<file path="config.mk">
export PLATFORM = sky130hd
export DESIGN_NAME = qpv_top
export DESIGN_NICKNAME = d
export VERILOG_FILES = /design/src/core/qpv_sync.v /design/src/core/qpv_velocity.v /design/src/core/qpv_top.v
export VERILOG_INCLUDE_DIRS = /design/src /design/src/common
export SDC_FILE = /design/constraint.sdc
export NUM_CORES = 1
export LEC_CHECK = 0
export BUFFER_PORTS_ARGS = -buffer_cell sky130_fd_sc_hd__clkbuf_2
export CORE_ASPECT_RATIO = 0.8
export CORE_MARGIN = 2
export CORE_UTILIZATION = 55
export DETAILED_ROUTE_END_ITERATION = 8
export PLACE_DENSITY = 0.73
export SYNTH_ARGS = -nofsm -noshare
export SYNTH_HDL_FRONTEND = slang
export SYNTH_SLANG_ARGS = --single-unit
</file>
<file path="constraint.sdc">
create_clock -name core_clk_i -period 4.36 [get_ports core_clk_i]
set_input_delay 0.436 -clock core_clk_i [delete_from_list [all_inputs] [get_ports core_clk_i]]
set_output_delay 0.436 -clock core_clk_i [all_outputs]
set_load 0.01 [all_outputs]
</file>
<file path="src/common/qpv_consts.vh">
// Constants for the quadrature position and velocity block.
// Assumes inclusion by bare name from design files; definitions only.
`ifndef QPV_CONSTS_VH
`define QPV_CONSTS_VH

// Register byte offsets on the AXI4-Lite slave
`define QPV_ADDR_W 8
`define QPV_OFS_CTRL 8'h00
`define QPV_OFS_STAT 8'h04
`define QPV_OFS_POS 8'h08
`define QPV_OFS_MAXPOS 8'h0C
`define QPV_OFS_VCFG 8'h10
`define QPV_OFS_VPER 8'h14
`define QPV_OFS_VRUN 8'h18
`define QPV_OFS_VEL 8'h1C
`define QPV_OFS_IEN 8'h20
`define QPV_OFS_IRAW 8'h24
`define QPV_OFS_IMSK 8'h28
`define QPV_OFS_ICLR 8'h2C

// Control register fields
`define QPV_CTRL_EN 0
`define QPV_CTRL_CAPAB 1
`define QPV_CTRL_IDXRST 2
`define QPV_CTRL_CLKDIR 3
`define QPV_CTRL_SWAP 4
`define QPV_CTRL_VELEN 5
`define QPV_CTRL_W 6

// Status register fields
`define QPV_STAT_ERR 0
`define QPV_STAT_DIR 1

// Interrupt source bits
`define QPV_IRQ_ERR 0
`define QPV_IRQ_DIR 1
`define QPV_IRQ_TMR 2
`define QPV_IRQ_IDX 3
`define QPV_IRQ_W 4

// Velocity predivider select width (divide by 2**sel, sel 0..7)
`define QPV_PDIV_W 3
`define QPV_PDIV_CNT_W 7

// Reset values
`define QPV_MAXPOS_RST 32'hFFFFFFFF
`define QPV_VPER_RST 32'h00000001

// AXI responses
`define QPV_RESP_OKAY 2'h0
`define QPV_RESP_SLVERR 2'h2

`endif

</file>
<file path="src/core/qpv_sync.v">
// Two-flop synchroniser for the three encoder inputs.
// Assumes inputs may change at any time relative to core_clk_i.
`timescale 1ns/1ps
`default_nettype none
module qpv_sync
(
   // Clock and reset
   input wire core_clk_i,
   input wire resetn_i,
   // Raw and synchronised levels
   input wire [2:0] raw_i,
   output reg [2:0] sync_o
);

   reg [2:0] meta_q;

   // First stage feeds only the second stage
   always @(posedge core_clk_i or negedge resetn_i)
   begin
      if (!resetn_i)
      begin
         meta_q <= 3'h0;
         sync_o <= 3'h0;
      end
      else
      begin
         meta_q <= raw_i;
         sync_o <= meta_q;
      end
   end
endmodule
`default_nettype wire

</file>
<file path="src/core/qpv_velocity.v">
// Velocity measurement: predivides count pulses, accumulates over a period.
// Assumes count_i is a one-cycle pulse per position step in either direction.
`timescale 1ns/1ps
`default_nettype none
`include "qpv_consts.vh"
module qpv_velocity
(
   // Clock and reset
   input wire core_clk_i,
   input wire resetn_i,
   // Control
   input wire run_i,
   input wire [`QPV_PDIV_W-1:0] pdiv_i,
   input wire [31:0] period_i,
   input wire count_i,
   // Results
   output reg [31:0] running_o,
   output reg [31:0] final_o,
   output reg expire_o
);

   reg [`QPV_PDIV_CNT_W-1:0] pdiv_q;
   reg [31:0] tmr_q;
   wire [`QPV_PDIV_CNT_W-1:0] pdiv_lim;
   wire div_pulse;
   wire tmr_done;

   assign pdiv_lim = (`QPV_PDIV_CNT_W'h1 << pdiv_i) - `QPV_PDIV_CNT_W'h1;
   assign div_pulse = count_i && (pdiv_q == pdiv_lim);
   // Zero period is treated as one so the timer can never stall
   assign tmr_done = (tmr_q + 32'h1 >= period_i);

   always @(posedge core_clk_i or negedge resetn_i)
   begin
      if (!resetn_i)
      begin
         pdiv_q <= `QPV_PDIV_CNT_W'h0;
         tmr_q <= 32'h0;
         running_o <= 32'h0;
         final_o <= 32'h0;
         expire_o <= 1'b0;
      end
      else if (!run_i)
      begin
         pdiv_q <= `QPV_PDIV_CNT_W'h0;
         tmr_q <= 32'h0;
         running_o <= 32'h0;
         expire_o <= 1'b0;
      end
      else
      begin
         expire_o <= tmr_done;
         if (count_i)
            pdiv_q <= div_pulse ? `QPV_PDIV_CNT_W'h0 : pdiv_q + `QPV_PDIV_CNT_W'h1;
         if (tmr_done)
         begin
            tmr_q <= 32'h0;
            final_o <= running_o + {31'h0, div_pulse};
            running_o <= 32'h0;
         end
         else
         begin
            tmr_q <= tmr_q + 32'h1;
            running_o <= running_o + {31'h0, div_pulse};
         end
      end
   end
endmodule
`default_nettype wire

</file>
<file path="src/core/qpv_top.v">
// Quadrature position and velocity block with an AXI4-Lite register slave.
// Assumes encoder inputs are free-running levels; one clock, async reset.
//
// The implementer's own choices: register access over AXI4-Lite and the register offsets.
`timescale 1ns/1ps
`default_nettype none
`include "qpv_consts.vh"
module qpv_top
(
   // Clock and reset
   input wire core_clk_i,
   input wire resetn_i,
   // Encoder pins
   input wire phase_a_input_i,
   input wire phase_b_input_i,
   input wire index_i,
   // AXI4-Lite write address and data
   input wire s_axi_awvalid,
   output reg s_axi_awready,
   input wire [`QPV_ADDR_W-1:0] s_axi_awaddr,
   input wire s_axi_wvalid,
   output reg s_axi_wready,
   input wire [31:0] s_axi_wdata,
   input wire [3:0] s_axi_wstrb,
   // AXI4-Lite write response
   output reg s_axi_bvalid,
   input wire s_axi_bready,
   output reg [1:0] s_axi_bresp,
   // AXI4-Lite read
   input wire s_axi_arvalid,
   output reg s_axi_arready,
   input wire [`QPV_ADDR_W-1:0] s_axi_araddr,
   output reg s_axi_rvalid,
   input wire s_axi_rready,
   output reg [31:0] s_axi_rdata,
   output reg [1:0] s_axi_rresp,
   // Interrupt
   output reg irq_o
);

   ////////////////////////////////////////////////////////////////////////////
   // Registers and state

   reg [`QPV_CTRL_W-1:0] ctrl_q;
   reg [31:0] pos_q;
   reg [31:0] maxpos_q;
   reg [`QPV_PDIV_W-1:0] vcfg_q;
   reg [31:0] vper_q;
   reg [`QPV_IRQ_W-1:0] ien_q;
   reg [`QPV_IRQ_W-1:0] iraw_q;
   reg err_q;
   reg dir_q;
   reg [2:0] prev_q;
   reg aw_got_q;
   reg w_got_q;
   reg [`QPV_ADDR_W-1:0] awaddr_q;
   reg [31:0] wdata_q;
   reg [3:0] wstrb_q;
   wire [2:0] sync_w;
   wire [31:0] vrun_w;
   wire [31:0] vel_w;
   wire vexp_w;

   // Byte-lane merge, used by the CTRL, POS, MAXPOS and VPER writes
   function [31:0] merge;
      input [31:0] old;
      input [31:0] nw;
      input [3:0] strb;
      integer i;
      begin
         merge = old;
         for (i = 0; i < 4; i = i + 1)
            if (strb[i])
               merge[i*8 +: 8] = nw[i*8 +: 8];
      end
   endfunction

   ////////////////////////////////////////////////////////////////////////////
   // Input synchronisation and decoding

   qpv_sync u_sync
   (
      .core_clk_i(core_clk_i),
      .resetn_i(resetn_i),
      .raw_i({index_i, phase_b_input_i, phase_a_input_i}),
      .sync_o(sync_w)
   );

   wire en = ctrl_q[`QPV_CTRL_EN];
   wire swap = ctrl_q[`QPV_CTRL_SWAP];
   wire ph_a = swap ? sync_w[1] : sync_w[0];
   wire ph_b = swap ? sync_w[0] : sync_w[1];
   wire idx = sync_w[2];
   wire pa_a = prev_q[0];
   wire pa_b = prev_q[1];
   wire a_chg = ph_a ^ pa_a;
   wire b_chg = ph_b ^ pa_b;
   wire idx_rise = idx & ~prev_q[2];
   wire clkdir = ctrl_q[`QPV_CTRL_CLKDIR];
   wire both = ctrl_q[`QPV_CTRL_CAPAB];

   // Quadrature: A leading B is forward
   reg step;
   reg fwd;
   always @*
   begin
      step = 1'b0;
      fwd = dir_q;
      if (clkdir)
      begin
         step = ph_a & ~pa_a;
         fwd = ~ph_b;
      end
      else if (a_chg && !b_chg)
      begin
         step = 1'b1;
         fwd = (ph_a != ph_b);
      end
      else if (b_chg && !a_chg)
      begin
         step = both;
         fwd = (ph_a == ph_b);
      end
   end

   wire count = en & step;
   wire phase_err = en & ~clkdir & a_chg & b_chg;
   wire dir_evt = count & (fwd != dir_q);
   wire idx_evt = en & idx_rise;

   ////////////////////////////////////////////////////////////////////////////
   // Velocity

   qpv_velocity u_vel
   (
      .core_clk_i(core_clk_i),
      .resetn_i(resetn_i),
      .run_i(en & ctrl_q[`QPV_CTRL_VELEN]),
      .pdiv_i(vcfg_q),
      .period_i(vper_q),
      .count_i(count),
      .running_o(vrun_w),
      .final_o(vel_w),
      .expire_o(vexp_w)
   );

   ////////////////////////////////////////////////////////////////////////////
   // Bus write channel capture

   wire aw_have = aw_got_q | s_axi_awvalid;
   wire w_have = w_got_q | s_axi_wvalid;
   wire [`QPV_ADDR_W-1:0] wa = aw_got_q ? awaddr_q : s_axi_awaddr;
   wire [31:0] wd = w_got_q ? wdata_q : s_axi_wdata;
   wire [3:0] ws = w_got_q ? wstrb_q : s_axi_wstrb;
   wire wr_go = aw_have & w_have & ~s_axi_bvalid;
   wire wr_ctrl = wr_go && (wa == `QPV_OFS_CTRL);
   wire wr_pos = wr_go && (wa == `QPV_OFS_POS);
   wire wr_max = wr_go && (wa == `QPV_OFS_MAXPOS);
   wire wr_vcfg = wr_go && (wa == `QPV_OFS_VCFG);
   wire wr_vper = wr_go && (wa == `QPV_OFS_VPER);
   wire wr_ien = wr_go && (wa == `QPV_OFS_IEN);
   wire wr_iclr = wr_go && (wa == `QPV_OFS_ICLR);
   wire wr_ok = wr_ctrl | wr_pos | wr_max | wr_vcfg | wr_vper | wr_ien | wr_iclr;
   wire [31:0] wmerge_ctrl = merge({{(32-`QPV_CTRL_W){1'b0}}, ctrl_q}, wd, ws);
   wire [31:0] wmerge_pos = merge(pos_q, wd, ws);
   wire [31:0] wmerge_max = merge(maxpos_q, wd, ws);
   wire [31:0] wmerge_vper = merge(vper_q, wd, ws);

   always @(posedge core_clk_i or negedge resetn_i)
   begin
      if (!resetn_i)
      begin
         s_axi_awready <= 1'b1;
         s_axi_wready <= 1'b1;
         s_axi_bvalid <= 1'b0;
         s_axi_bresp <= `QPV_RESP_OKAY;
         aw_got_q <= 1'b0;
         w_got_q <= 1'b0;
         awaddr_q <= {`QPV_ADDR_W{1'b0}};
         wdata_q <= 32'h0;
         wstrb_q <= 4'h0;
      end
      else
      begin
         if (s_axi_awvalid && s_axi_awready)
         begin
            awaddr_q <= s_axi_awaddr;
            aw_got_q <= 1'b1;
            s_axi_awready <= 1'b0;
         end
         if (s_axi_wvalid && s_axi_wready)
         begin
            wdata_q <= s_axi_wdata;
            wstrb_q <= s_axi_wstrb;
            w_got_q <= 1'b1;
            s_axi_wready <= 1'b0;
         end
         if (wr_go)
         begin
            aw_got_q <= 1'b0;
            w_got_q <= 1'b0;
            s_axi_awready <= 1'b0;
            s_axi_wready <= 1'b0;
            s_axi_bvalid <= 1'b1;
            s_axi_bresp <= wr_ok ? `QPV_RESP_OKAY : `QPV_RESP_SLVERR;
         end
         else if (s_axi_bvalid && s_axi_bready)
         begin
            s_axi_bvalid <= 1'b0;
            s_axi_awready <= 1'b1;
            s_axi_wready <= 1'b1;
         end
      end
   end

   ////////////////////////////////////////////////////////////////////////////
   // Configuration, position and flags

   wire [31:0] pos_inc = (pos_q >= maxpos_q) ? 32'h0 : pos_q + 32'h1;
   wire [31:0] pos_dec = (pos_q == 32'h0) ? maxpos_q : pos_q - 32'h1;
   wire [`QPV_IRQ_W-1:0] ev = {idx_evt, vexp_w, dir_evt, phase_err};
   wire [`QPV_IRQ_W-1:0] clr = wr_iclr ? wd[`QPV_IRQ_W-1:0] : {`QPV_IRQ_W{1'b0}};

   always @(posedge core_clk_i or negedge resetn_i)
   begin
      if (!resetn_i)
      begin
         ctrl_q <= {`QPV_CTRL_W{1'b0}};
         pos_q <= 32'h0;
         maxpos_q <= `QPV_MAXPOS_RST;
         vcfg_q <= {`QPV_PDIV_W{1'b0}};
         vper_q <= `QPV_VPER_RST;
         ien_q <= {`QPV_IRQ_W{1'b0}};
         iraw_q <= {`QPV_IRQ_W{1'b0}};
         err_q <= 1'b0;
         dir_q <= 1'b1;
         prev_q <= 3'h0;
         irq_o <= 1'b0;
      end
      else
      begin
         prev_q <= {idx, ph_b, ph_a};
         if (wr_ctrl)
            ctrl_q <= wmerge_ctrl[`QPV_CTRL_W-1:0];
         if (wr_max)
            maxpos_q <= wmerge_max;
         if (wr_vcfg && ws[0])
            vcfg_q <= wd[`QPV_PDIV_W-1:0];
         if (wr_vper)
            vper_q <= wmerge_vper;
         if (wr_ien)
            ien_q <= wd[`QPV_IRQ_W-1:0];
         // Software write wins over a same-cycle count
         if (wr_pos)
            pos_q <= wmerge_pos;
         else if (idx_evt && ctrl_q[`QPV_CTRL_IDXRST])
            pos_q <= dir_q ? 32'h0 : maxpos_q;
         else if (count)
            pos_q <= fwd ? pos_inc : pos_dec;
         if (count)
            dir_q <= fwd;
         // Error stays set until acknowledged through the clear register
         if (phase_err)
            err_q <= 1'b1;
         else if (clr[`QPV_IRQ_ERR])
            err_q <= 1'b0;
         iraw_q <= (iraw_q & ~clr) | ev;
         irq_o <= |(((iraw_q & ~clr) | ev) & ien_q);
      end
   end

   ////////////////////////////////////////////////////////////////////////////
   // Bus read channel

   always @(posedge core_clk_i or negedge resetn_i)
   begin
      if (!resetn_i)
      begin
         s_axi_arready <= 1'b1;
         s_axi_rvalid <= 1'b0;
         s_axi_rdata <= 32'h0;
         s_axi_rresp <= `QPV_RESP_OKAY;
      end
      else if (s_axi_arvalid && s_axi_arready)
      begin
         s_axi_arready <= 1'b0;
         s_axi_rvalid <= 1'b1;
         s_axi_rresp <= `QPV_RESP_OKAY;
         s_axi_rdata <= 32'h0;
         if (s_axi_araddr == `QPV_OFS_CTRL)
            s_axi_rdata <= {{(32-`QPV_CTRL_W){1'b0}}, ctrl_q};
         else if (s_axi_araddr == `QPV_OFS_STAT)
            s_axi_rdata <= {30'h0, dir_q, err_q};
         else if (s_axi_araddr == `QPV_OFS_POS)
            s_axi_rdata <= pos_q;
         else if (s_axi_araddr == `QPV_OFS_MAXPOS)
            s_axi_rdata <= maxpos_q;
         else if (s_axi_araddr == `QPV_OFS_VCFG)
            s_axi_rdata <= {29'h0, vcfg_q};
         else if (s_axi_araddr == `QPV_OFS_VPER)
            s_axi_rdata <= vper_q;
         else if (s_axi_araddr == `QPV_OFS_VRUN)
            s_axi_rdata <= vrun_w;
         else if (s_axi_araddr == `QPV_OFS_VEL)
            s_axi_rdata <= vel_w;
         else if (s_axi_araddr == `QPV_OFS_IEN)
            s_axi_rdata <= {28'h0, ien_q};
         else if (s_axi_araddr == `QPV_OFS_IRAW)
            s_axi_rdata <= {28'h0, iraw_q};
         else if (s_axi_araddr == `QPV_OFS_IMSK)
            s_axi_rdata <= {28'h0, iraw_q & ien_q};
         else if (s_axi_araddr == `QPV_OFS_ICLR)
            s_axi_rdata <= 32'h0;
         else
            s_axi_rresp <= `QPV_RESP_SLVERR;
      end
      else if (s_axi_rvalid && s_axi_rready)
      begin
         s_axi_rvalid <= 1'b0;
         s_axi_arready <= 1'b1;
      end
   end
endmodule
`default_nettype wire

</file>
==> results_tabular.tex, run 1 <==
\begin{tabular}{lr}
\hline
Metric & Value \\
\hline
\multicolumn{2}{l}{\textbf{Synthesis}} \\
\quad Area fraction of the dominant cell type after synthesis & a little under two fifths \\
\quad Mapped Avg Cell Area & $\sim$9 sq um \\
\quad Count of unique library cells instantiated by Yosys & 85 \\
\quad Register bit count reported by yosys & $\sim$310 \\
\quad Mapped Cells & 1956 \\
\quad Cell area after synthesis & 18100 sq um \\
\quad Dominant cell type by area after synthesis & sky130\_fd\_sc\_hd\_\_dfrtp\_1 \\
\quad Number of warnings printed during yosys synthesis & 0 \\
\quad Number of flops mapped to enable cells by yosys & 0 \\
\quad Register area share after synthesis & between 40\% and 50\% \\
\quad Top area cells in the synthesized netlist & sky130\_fd\_sc\_hd\_\_dfrtp\_1, sky130\_fd\_sc\_hd\_\_nor2\_1, sky130\_fd\_sc\_hd\_\_dfstp\_2, sky130\_fd\_sc\_hd\_\_ha\_1, sky130\_fd\_sc\_hd\_\_a21oi\_1 \\
\quad Post-synthesis async set-or-reset flop share & 100\% \\
\quad Most common flop cell mapped by yosys & sky130\_fd\_sc\_hd\_\_dfrtp\_1 \\
\multicolumn{2}{l}{\textbf{STA}} \\
\quad Ratio of final minimum period to clock period & between 90\% and 100\% \\
\quad Worst slew slack as a fraction of its limit & 12.2\% \\
\quad Worst slew pin tran & roughly 1.3 ns \\
\quad Hold violation count in the final report & 0 \\
\quad Setup violations, final & 0 \\
\quad Minimum clock period & a little over 4 ns \\
\quad Unrepaired setup endpoints after global routing & no \\
\quad Final worst clock skew & $\sim$0.028 ns \\
\quad Final setup slack of the worst path & between 0.3 and 0.4 ns \\
\quad Summed negative setup slack over all endpoints & 0 ns \\
\quad Final Hold Slack & roughly 0.0093 ns \\
\quad Upper clock frequency limit & 247 MHz \\
\quad Max-slew violations & 0 \\
\multicolumn{2}{l}{\textbf{Worst setup path}} \\
\quad Register-to-register path setup slack & approximately 0.31 ns \\
\quad Classification of the worst setup path & reg -> reg \\
\quad WP data required & around 4.8 ns \\
\quad Data arrival time of the worst path & 4.46 ns \\
\quad Cells on worst reg2reg path & 18 \\
\quad Worst setup EP type & flop \\
\quad Worst reg2reg path startpoint & u\_vel.tmr\_q[0]\$\_DFF\_PN0\_ \\
\quad Biggest fanout along the worst timing path & 33 \\
\quad Capture instance of the worst register-to-register path & u\_vel.running\_o[6]\$\_DFF\_PN0\_ \\
\quad Critical Path Source & u\_vel.tmr\_q[0]\$\_DFF\_PN0\_ \\
\quad Kind of launch point of the worst setup path & flop \\
\multicolumn{2}{l}{\textbf{Final layout}} \\
\quad Number of filler cells placed in the layout & 2757 \\
\quad Commonest non-fill, non-tap cell in the layout & sky130\_fd\_sc\_hd\_\_dfrtp\_1 \\
\quad Fraction of layout instances using a drive strength above 1 & around 16\% \\
\quad Antenna diode count & 0 \\
\quad Final \#Nets & approximately 2200 \\
\quad Area Growth Syn to Fin & 11.9\% \\
\quad Commonest cells after routing, fill and taps aside & sky130\_fd\_sc\_hd\_\_dfrtp\_1, sky130\_fd\_sc\_hd\_\_nor2\_1, sky130\_fd\_sc\_hd\_\_nand2\_1, sky130\_fd\_sc\_hd\_\_a21oi\_1, sky130\_fd\_sc\_hd\_\_o21ai\_0 \\
\quad Finished Layout Cells & roughly 2500 \\
\multicolumn{2}{l}{\textbf{Power}} \\
\quad Maximum vdd drop & about 390 uV \\
\quad Leakage power figure & 8.68 nW \\
\quad Power density normalized to cell area & $\sim$520 nW/um\^{}2 \\
\quad Power consumption & between 10 and 15 mW \\
\multicolumn{2}{l}{\textbf{Routing}} \\
\quad Number of nets with antenna violations after routing & 0 \\
\quad Mean routed wirelength per cell & 20.5 um \\
\quad Max layer used & met4 \\
\quad Via density & a little over 6 \\
\quad Violation count after the first detailed-routing iteration & between 1500 and 2000 \\
\quad DRC & 0 \\
\quad Post-Route M1 WL & 21.6 mm \\
\quad Total Wirelength & $\sim$50 mm \\
\quad Wire length on met2 & $\sim$24 mm \\
\quad Routed via count & $\sim$15000 \\
\quad Met3 layer wire length in the routed design & roughly 3.6 mm \\
\quad DR pass1 iterations & 5 \\
\multicolumn{2}{l}{\textbf{Clocking}} \\
\quad Number of buffers inserted during clock tree synthesis & 34 \\
\quad Clock transition at the register clock pins on the worst setup and hold paths after CTS & about 0.060 ns \\
\quad Maximum buffer depth of the clock tree & 3 \\
\quad Max H-tree Level & 2 \\
\quad Insertion delay of the later-clocked pin in the worst-skew pair & around 0.54 ns \\
\quad Clock root buffer & sky130\_fd\_sc\_hd\_\_clkbuf\_16 \\
\quad Clock sink count & approximately 310 \\
\quad Buffers inserted by post-CTS timing repair & 0 \\
\quad CTS tree & yes \\
\multicolumn{2}{l}{\textbf{Global routing}} \\
\quad Number of global-route vias before repair & between 10000 and 15000 \\
\quad Largest net degree at the start of global routing & slightly above 100 \\
\quad Total routing usage reported by global routing & between 20\% and 30\% \\
\quad First-pass GRT wire length & about 82 mm \\
\quad Initial antenna violation count & 0 \\
\quad Total congestion overflow after global routing & 0 \\
\multicolumn{2}{l}{\textbf{Hold path}} \\
\quad Worst min-delay path endpoint & u\_sync.meta\_q[1]\$\_DFF\_PN0\_ \\
\quad Hold depth & 1 \\
\quad Startpoint of the lowest-slack hold path & phase\_b\_input\_i \\
\quad Hold Path Class & in -> reg \\
\multicolumn{2}{l}{\textbf{Floorplan}} \\
\quad Count of standard-cell rows & between 50 and 60 \\
\quad Die outline area & about 34000 sq um \\
\quad Overall die height & around 170 um \\
\quad I/O pin cnt & $\sim$100 \\
\quad Die Width & about 210 um \\
\quad Area inside the core boundary & roughly 32000 sq um \\
\quad Initial cell density of the core & roughly 56\% \\
\multicolumn{2}{l}{\textbf{Placed design}} \\
\quad Routability Congestion & roughly 0.92 \\
\quad Detail Placement HPWL & about 37 mm \\
\quad Number of port buffers & 101 \\
\quad Cell total after placement & around 2400 \\
\quad Pre-CTS setup slack & 0.208 ns \\
\multicolumn{2}{l}{\textbf{Job}} \\
\quad Number of maximum-capacitance violations & 0 \\
\multicolumn{2}{l}{\textbf{Status}} \\
\quad Run status & completed \\
\hline
\end{tabular}
[critical path, cell delays in order (launching register included)]
cell	delay [ns]
sky130_fd_sc_hd__dfrtp_1	0.44
sky130_fd_sc_hd__ha_1	0.25
sky130_fd_sc_hd__nand3_1	0.22
sky130_fd_sc_hd__nor2_4	0.20
sky130_fd_sc_hd__nand3_1	0.16
sky130_fd_sc_hd__buf_4	0.19
sky130_fd_sc_hd__nor2_1	0.13
sky130_fd_sc_hd__and4_1	0.26
sky130_fd_sc_hd__xor2_2	0.10
sky130_fd_sc_hd__ha_1	0.28
sky130_fd_sc_hd__nand4_1	0.08
sky130_fd_sc_hd__or2_2	0.32
sky130_fd_sc_hd__or4_1	0.43
sky130_fd_sc_hd__nor4_2	0.19
sky130_fd_sc_hd__buf_4	0.18
sky130_fd_sc_hd__nor2_1	0.05
sky130_fd_sc_hd__nand2_1	0.15
sky130_fd_sc_hd__buf_12	0.22
sky130_fd_sc_hd__nor2_1	0.07
[power breakdown]
group / internal [mW] / switching (mW) / total, mW
clock: 1.79 / 1.22 / 3.01
sequential: 3.59 / 0.799 / 4.39
combinational: 1.40 / 1.84 / 3.24
total: 6.78 / 3.86 / 10.6
[sequential cells by signal (all words and copies together) (netlist names), 3 cells and up]
name,flops
awaddr_q,8
ctrl_q,6
ien_q,4
iraw_q,4
maxpos_q,32
pos_q,32
prev_q,3
s_axi_rdata,32
u_sync.meta_q,3
u_sync.sync_o,3
u_vel.final_o,32
u_vel.pdiv_q,7
u_vel.running_o,32
u_vel.tmr_q,32
vcfg_q,3
vper_q,32
wdata_q,32
wstrb_q,4
[metal layers]
metal | track usage, % | up-vias
met5 | 0 | -
met4 | 11.7 | 0
met3 | 5.05 | 139
met2 | 47.4 | 596
met1 | 40.3 | 7543
li1 | - | 7103
[worst max path at each step]
stage                                    endpoint  slack [ns]
finish               u_vel.running_o[6]$_DFF_PN0_        0.31
global route         u_vel.running_o[7]$_DFF_PN0_        0.01
CTS                  u_vel.running_o[6]$_DFF_PN0_        0.17
detailed placement  u_vel.running_o[28]$_DFF_PN0_        0.21
global placement     u_vel.running_o[2]$_DFF_PN0_        0.32
floorplan           u_vel.final_o[22]$_DFFE_PN0P_        0.57
[Yosys cell counts (all sizes together), types with 5 or more instances]
cell	count
inv	89
nand3	61
nand2	170
and2	12
a32o	6
ha	72
o31ai	8
o22ai	9
a2111oi	12
nor4	23
or4	13
a21o	11
nand4	34
a31oi	9
o211ai	5
a21oi	142
a311oi	7
o21ai	129
xor2	52
a221oi	36
buf	30
o21a	6
mux2	46
nor3b	13
nor2	264
a32oi	5
dfstp	37
nor2b	19
clkbuf	86
xnor2	45
dfrtp	277
mux4	26
nand2b	9
or3	7
mux2i	46
nor3	34
and3	39
a211oi	9
[cells by family (layout without fill, tap and decap cells)]
kind of cell | after synthesis | count (layout) | synth area share, %
flops | 314 | 314 | 43.6
compound gates | 433 | 433 | 14.9
xor+xnor | 97 | 97 | 4.68
mux | 118 | 118 | 8.69
fa+ha+maj | 72 | 72 | 4.96
buf+inv | 206 | 295 | 4.50
other cells | 1 | 2 | 0.0207
simple gates | 715 | 715 | 18.7
[stage by stage]
step           utilization, %  area [sq um]
2_1_floorplan               -         18100
3_3_place_gp             58.8         19100
3_5_place_dp             58.8         19100
4_1_cts                  62.4         20300
5_1_grt                  62.5         20300
6_report                 62.5         20300
[cell type report]
class	instances	area (sq um)	area share [%]
clock buffers	49	1010	4.97
clock inverters	11	138	0.678
inverters	90	338	1.66
multi-input cells	1437	9480	46.7
flip-flops and latches	314	7910	38.9
well taps	427	534	2.63
repair buffers	145	903	4.45
[what timing repair did]
item | CTS | global route
setup endpoints to repair | 0 | 97
endpoints found under the hold margin | 51 | 0
gates resized for setup | 0 | 7
hold buffers | 3 | 0
No activity file was read; power rests on OpenSTA's default activity.
==> inputs of run 2 (changes only) <==
Settings changed: CORE_MARGIN 2 to 4.
==> results_tabular.tex, run 2 (same netlist as run 1, synthesis figures left out) <==
\begin{tabular}{lr}
\hline
Metric & Value \\
\hline
\multicolumn{2}{l}{\textbf{Status}} \\
\quad Run status & finished, violations left \\
\quad Failing checks & negative hold slack \\
\multicolumn{2}{l}{\textbf{Routing}} \\
\quad Total Wirelength & 50.8 mm (+0.30\%) \\
\quad Routed via count & 15300 (-0.42\%) \\
\quad Violation count after the first detailed-routing iteration & 1550 (+2.8\%) \\
\quad Number of nets with antenna violations after routing & 0 (unchanged) \\
\quad Via density & 6.19 (-0.54\%) \\
\quad Mean routed wirelength per cell & 20.5 um (+0.18\%) \\
\quad DR pass1 iterations & 6 (+1) \\
\quad DRC & 0 (unchanged) \\
\multicolumn{2}{l}{\textbf{Final layout}} \\
\quad Sequential standard cell area & 7910 sq um (unchanged) \\
\quad Number of filler cells placed in the layout & 2687 (-2.5\%) \\
\quad Fraction of layout instances using a drive strength above 1 & 16.4\% (+0.32 points) \\
\quad Final \#Nets & 2159 (+0.14\%) \\
\quad Combined area of the multi-input logic cells & 9480 sq um (about the same) \\
\quad Commonest cells after routing, fill and taps aside & sky130\_fd\_sc\_hd\_\_dfrtp\_1, sky130\_fd\_sc\_hd\_\_nor2\_1, sky130\_fd\_sc\_hd\_\_nand2\_1, sky130\_fd\_sc\_hd\_\_a21oi\_1, sky130\_fd\_sc\_hd\_\_o21ai\_0 \\
\quad Antenna diode count & 0 (unchanged) \\
\quad Commonest non-fill, non-tap cell in the layout & sky130\_fd\_sc\_hd\_\_dfrtp\_1 \\
\quad Area Growth Syn to Fin & 11.7\% \\
\multicolumn{2}{l}{\textbf{Clocking}} \\
\quad Clock transition at the register clock pins on the worst setup and hold paths after CTS & 0.06 ns (about the same) \\
\quad Clock root buffer & sky130\_fd\_sc\_hd\_\_clkbuf\_16 \\
\quad Maximum buffer depth of the clock tree & 3 (unchanged) \\
\quad Insertion delay of the later-clocked pin in the worst-skew pair & 0.53 ns (about the same) \\
\quad CTS tree & yes \\
\quad Max H-tree Level & 2 (unchanged) \\
\quad Clock sink count & 314 (unchanged) \\
\quad Number of buffers inserted during clock tree synthesis & 34 (unchanged) \\
\multicolumn{2}{l}{\textbf{Power}} \\
\quad Power density normalized to cell area & 519 nW/um\^{}2 (-0.88\%) \\
\quad Maximum vdd drop & 412 uV (+4.4\%) \\
\quad Leakage power figure & 8.69 nW (about the same) \\
\quad Power consumption & 10.5 mW (-1.0\%) \\
\multicolumn{2}{l}{\textbf{Worst setup path}} \\
\quad Biggest fanout along the worst timing path & 33 (unchanged) \\
\quad Worst setup EP type & flop \\
\quad Kind of launch point of the worst setup path & flop \\
\quad Longest individual stage delay on the worst path & 0.44 ns (about the same) \\
\quad Chain of cells forming the critical path & ha\_1, nand3\_1, nor2\_4, nand3\_2, nor3\_2, nand2\_1, xnor2\_1, ha\_1, nand4\_1, or2\_2, or4\_1, nor4\_1, buf\_4, nor2\_1, nand2\_1, buf\_12, nor2\_1 \\
\quad Cell family with most CP delay & simple AND/OR/NAND/NOR gates \\
\quad Data arrival time of the worst path & 4.42 ns (-0.04 ns) \\
\quad Slowest CP cell & sky130\_fd\_sc\_hd\_\_dfrtp\_1 \\
\quad WP data required & 4.77 ns (about the same) \\
\quad Buf/Inv on CP & 2 (-1) \\
\quad Classification of the worst setup path & reg -> reg \\
\multicolumn{2}{l}{\textbf{Hold path}} \\
\quad Hold Path Class & in -> async \\
\multicolumn{2}{l}{\textbf{STA}} \\
\quad Upper clock frequency limit & 249 MHz (+0.95\%) \\
\quad Worst slew slack as a fraction of its limit & 25.1\% (+13 points) \\
\quad Final Hold Slack & -0.0116 ns (-0.0209 ns) \\
\quad Unrepaired setup endpoints after global routing & no \\
\quad Worst slew pin tran & 1.12 ns (-0.191 ns) \\
\quad Hold violation count in the final report & 3 (+3) \\
\quad Final setup slack of the worst path & 0.349 ns (+0.0379 ns) \\
\quad Max-slew violations & 0 (unchanged) \\
\quad Final worst clock skew & 0.0343 ns (+0.00649 ns) \\
\quad Setup violations, final & 0 (unchanged) \\
\quad Minimum clock period & 4.01 ns (-0.0379 ns) \\
\quad Ratio of final minimum period to clock period & 92.0\% (-0.87 points) \\
\quad Summed negative setup slack over all endpoints & 0 ns (unchanged) \\
\multicolumn{2}{l}{\textbf{Global routing}} \\
\quad Total congestion overflow after global routing & 0 (unchanged) \\
\quad First-pass GRT wire length & 81.8 mm (about the same) \\
\quad Largest net degree at the start of global routing & 112 (+9.8\%) \\
\quad Number of global-route vias before repair & 14800 (-0.98\%) \\
\quad Initial antenna violation count & 0 (unchanged) \\
\quad Total routing usage reported by global routing & 28.2\% (-1.4 points) \\
\multicolumn{2}{l}{\textbf{Floorplan}} \\
\quad Initial cell density of the core & 55.7\% (-0.13 points) \\
\quad Area inside the core boundary & 32600 sq um (+0.23\%) \\
\quad I/O pin cnt & 104 (unchanged) \\
\quad Die Width & 211 um (+1.9\%) \\
\quad Die outline area & 36000 sq um (+4.4\%) \\
\quad Overall die height & 170 um (+2.4\%) \\
\quad Count of standard-cell rows & 59 (unchanged) \\
\multicolumn{2}{l}{\textbf{Placed design}} \\
\quad Number of port buffers & 101 (unchanged) \\
\quad Detail Placement HPWL & 37.7 mm (+1.8\%) \\
\quad Routability Congestion & 0.958 (+3.8\%) \\
\quad Pre-CTS setup slack & 0.00886 ns (-0.199 ns) \\
\multicolumn{2}{l}{\textbf{Job}} \\
\quad Number of maximum-capacitance violations & 0 (unchanged) \\
\hline
\end{tabular}
[run 2: changes by cell type in the layout (fill, tap and decap cells not counted), moves of 2 or more]
cell,previous run,this run
sky130_fd_sc_hd__buf_4,37,44
sky130_fd_sc_hd__bufinv_16,3,1
sky130_fd_sc_hd__clkinvlp_4,0,2
sky130_fd_sc_hd__dlygate4sd3_1,3,0
[run 2: worst reg2reg max path: cells and delay by family, from the launching register on]
| kind | cells | cell delay, ns |
|---|---|---|
| xor gates and xnor gates | 1 | 0.16 |
| adders and majority gates | 2 | 0.56 |
| buffers and inverters | 2 | 0.40 |
| DFF | 1 | 0.44 |
| and+or+nand+nor | 12 | 2.32 |
[run 2: repair_timing]
item / 4_1_cts / 5_1_grt
hold buffers: 0 / 0
gates resized for setup: 1 / 7
buffers inserted: 0 / 0
endpoints found under the setup margin: 36 / 97
[run 2: metal layers]
metal	GRT usage, %	part of all wire (%)	routed length [um]
met1	39.2	43	21900
met2	46.1	47	24000
met3	4.77	6.6	3350
met4	8.17	3.1	1570
met5	0	0	0
[run 2: metrics by stage]
stage / instances / cell area [sq um] / util (%) / hold WS, ns
2_1_floorplan: 1957 / 18100 / - / 0.140
5_1_grt: 2476 / 20300 / 62.3 / 0.0247
4_1_cts: 2476 / 20200 / 62.2 / 0.0198
6_report: 2476 / 20300 / 62.3 / -0.0116
3_5_place_dp: 2416 / 19100 / 58.7 / 0.336
3_3_place_gp: 2416 / 19100 / 58.7 / 0.337
[run 2: path summary, 6_finish.rpt]
| check | startpoint | endpoint | slack, ns | cells after the start |
|---|---|---|---|---|
| max in group asynchronous | resetn_i | maxpos_q[30]$_DFFE_PN1P_ | 3.32 | 2 |
| worst min register to register | u_sync.meta_q[2]$_DFF_PN0_ | u_sync.sync_o[2]$_DFF_PN0_ | 0.35 | 0 |
| worst max register to register | u_vel.tmr_q[0]$_DFF_PN0_ | u_vel.running_o[5]$_DFF_PN0_ | 0.35 | 17 |
| worst max-delay path | u_vel.tmr_q[0]$_DFF_PN0_ | u_vel.running_o[5]$_DFF_PN0_ | 0.35 | 17 |
| worst min-delay path | resetn_i | u_vel.pdiv_q[4]$_DFFE_PN0P_ | -0.01 | 1 |
| min in group core_clk_i | phase_a_input_i | u_sync.meta_q[0]$_DFF_PN0_ | 0.04 | 1 |
[run 2: power by group]
group          internal [mW]  leakage (nW)  switching, mW  total [mW]
Sequential              3.59          3.96          0.751        4.35
Combinational           1.41          4.18           1.88        3.29
Clock                   1.69         0.548           1.20        2.89
[run 2: final cells by class]
cell class,instances,area share [%]
sequential,314,39.0
clock inverter,11,0.438
tap,427,2.64
inverter,90,1.67
timing repair buffer,148,4.47
multi-input combinational,1437,46.8
clock buffer,49,5.02
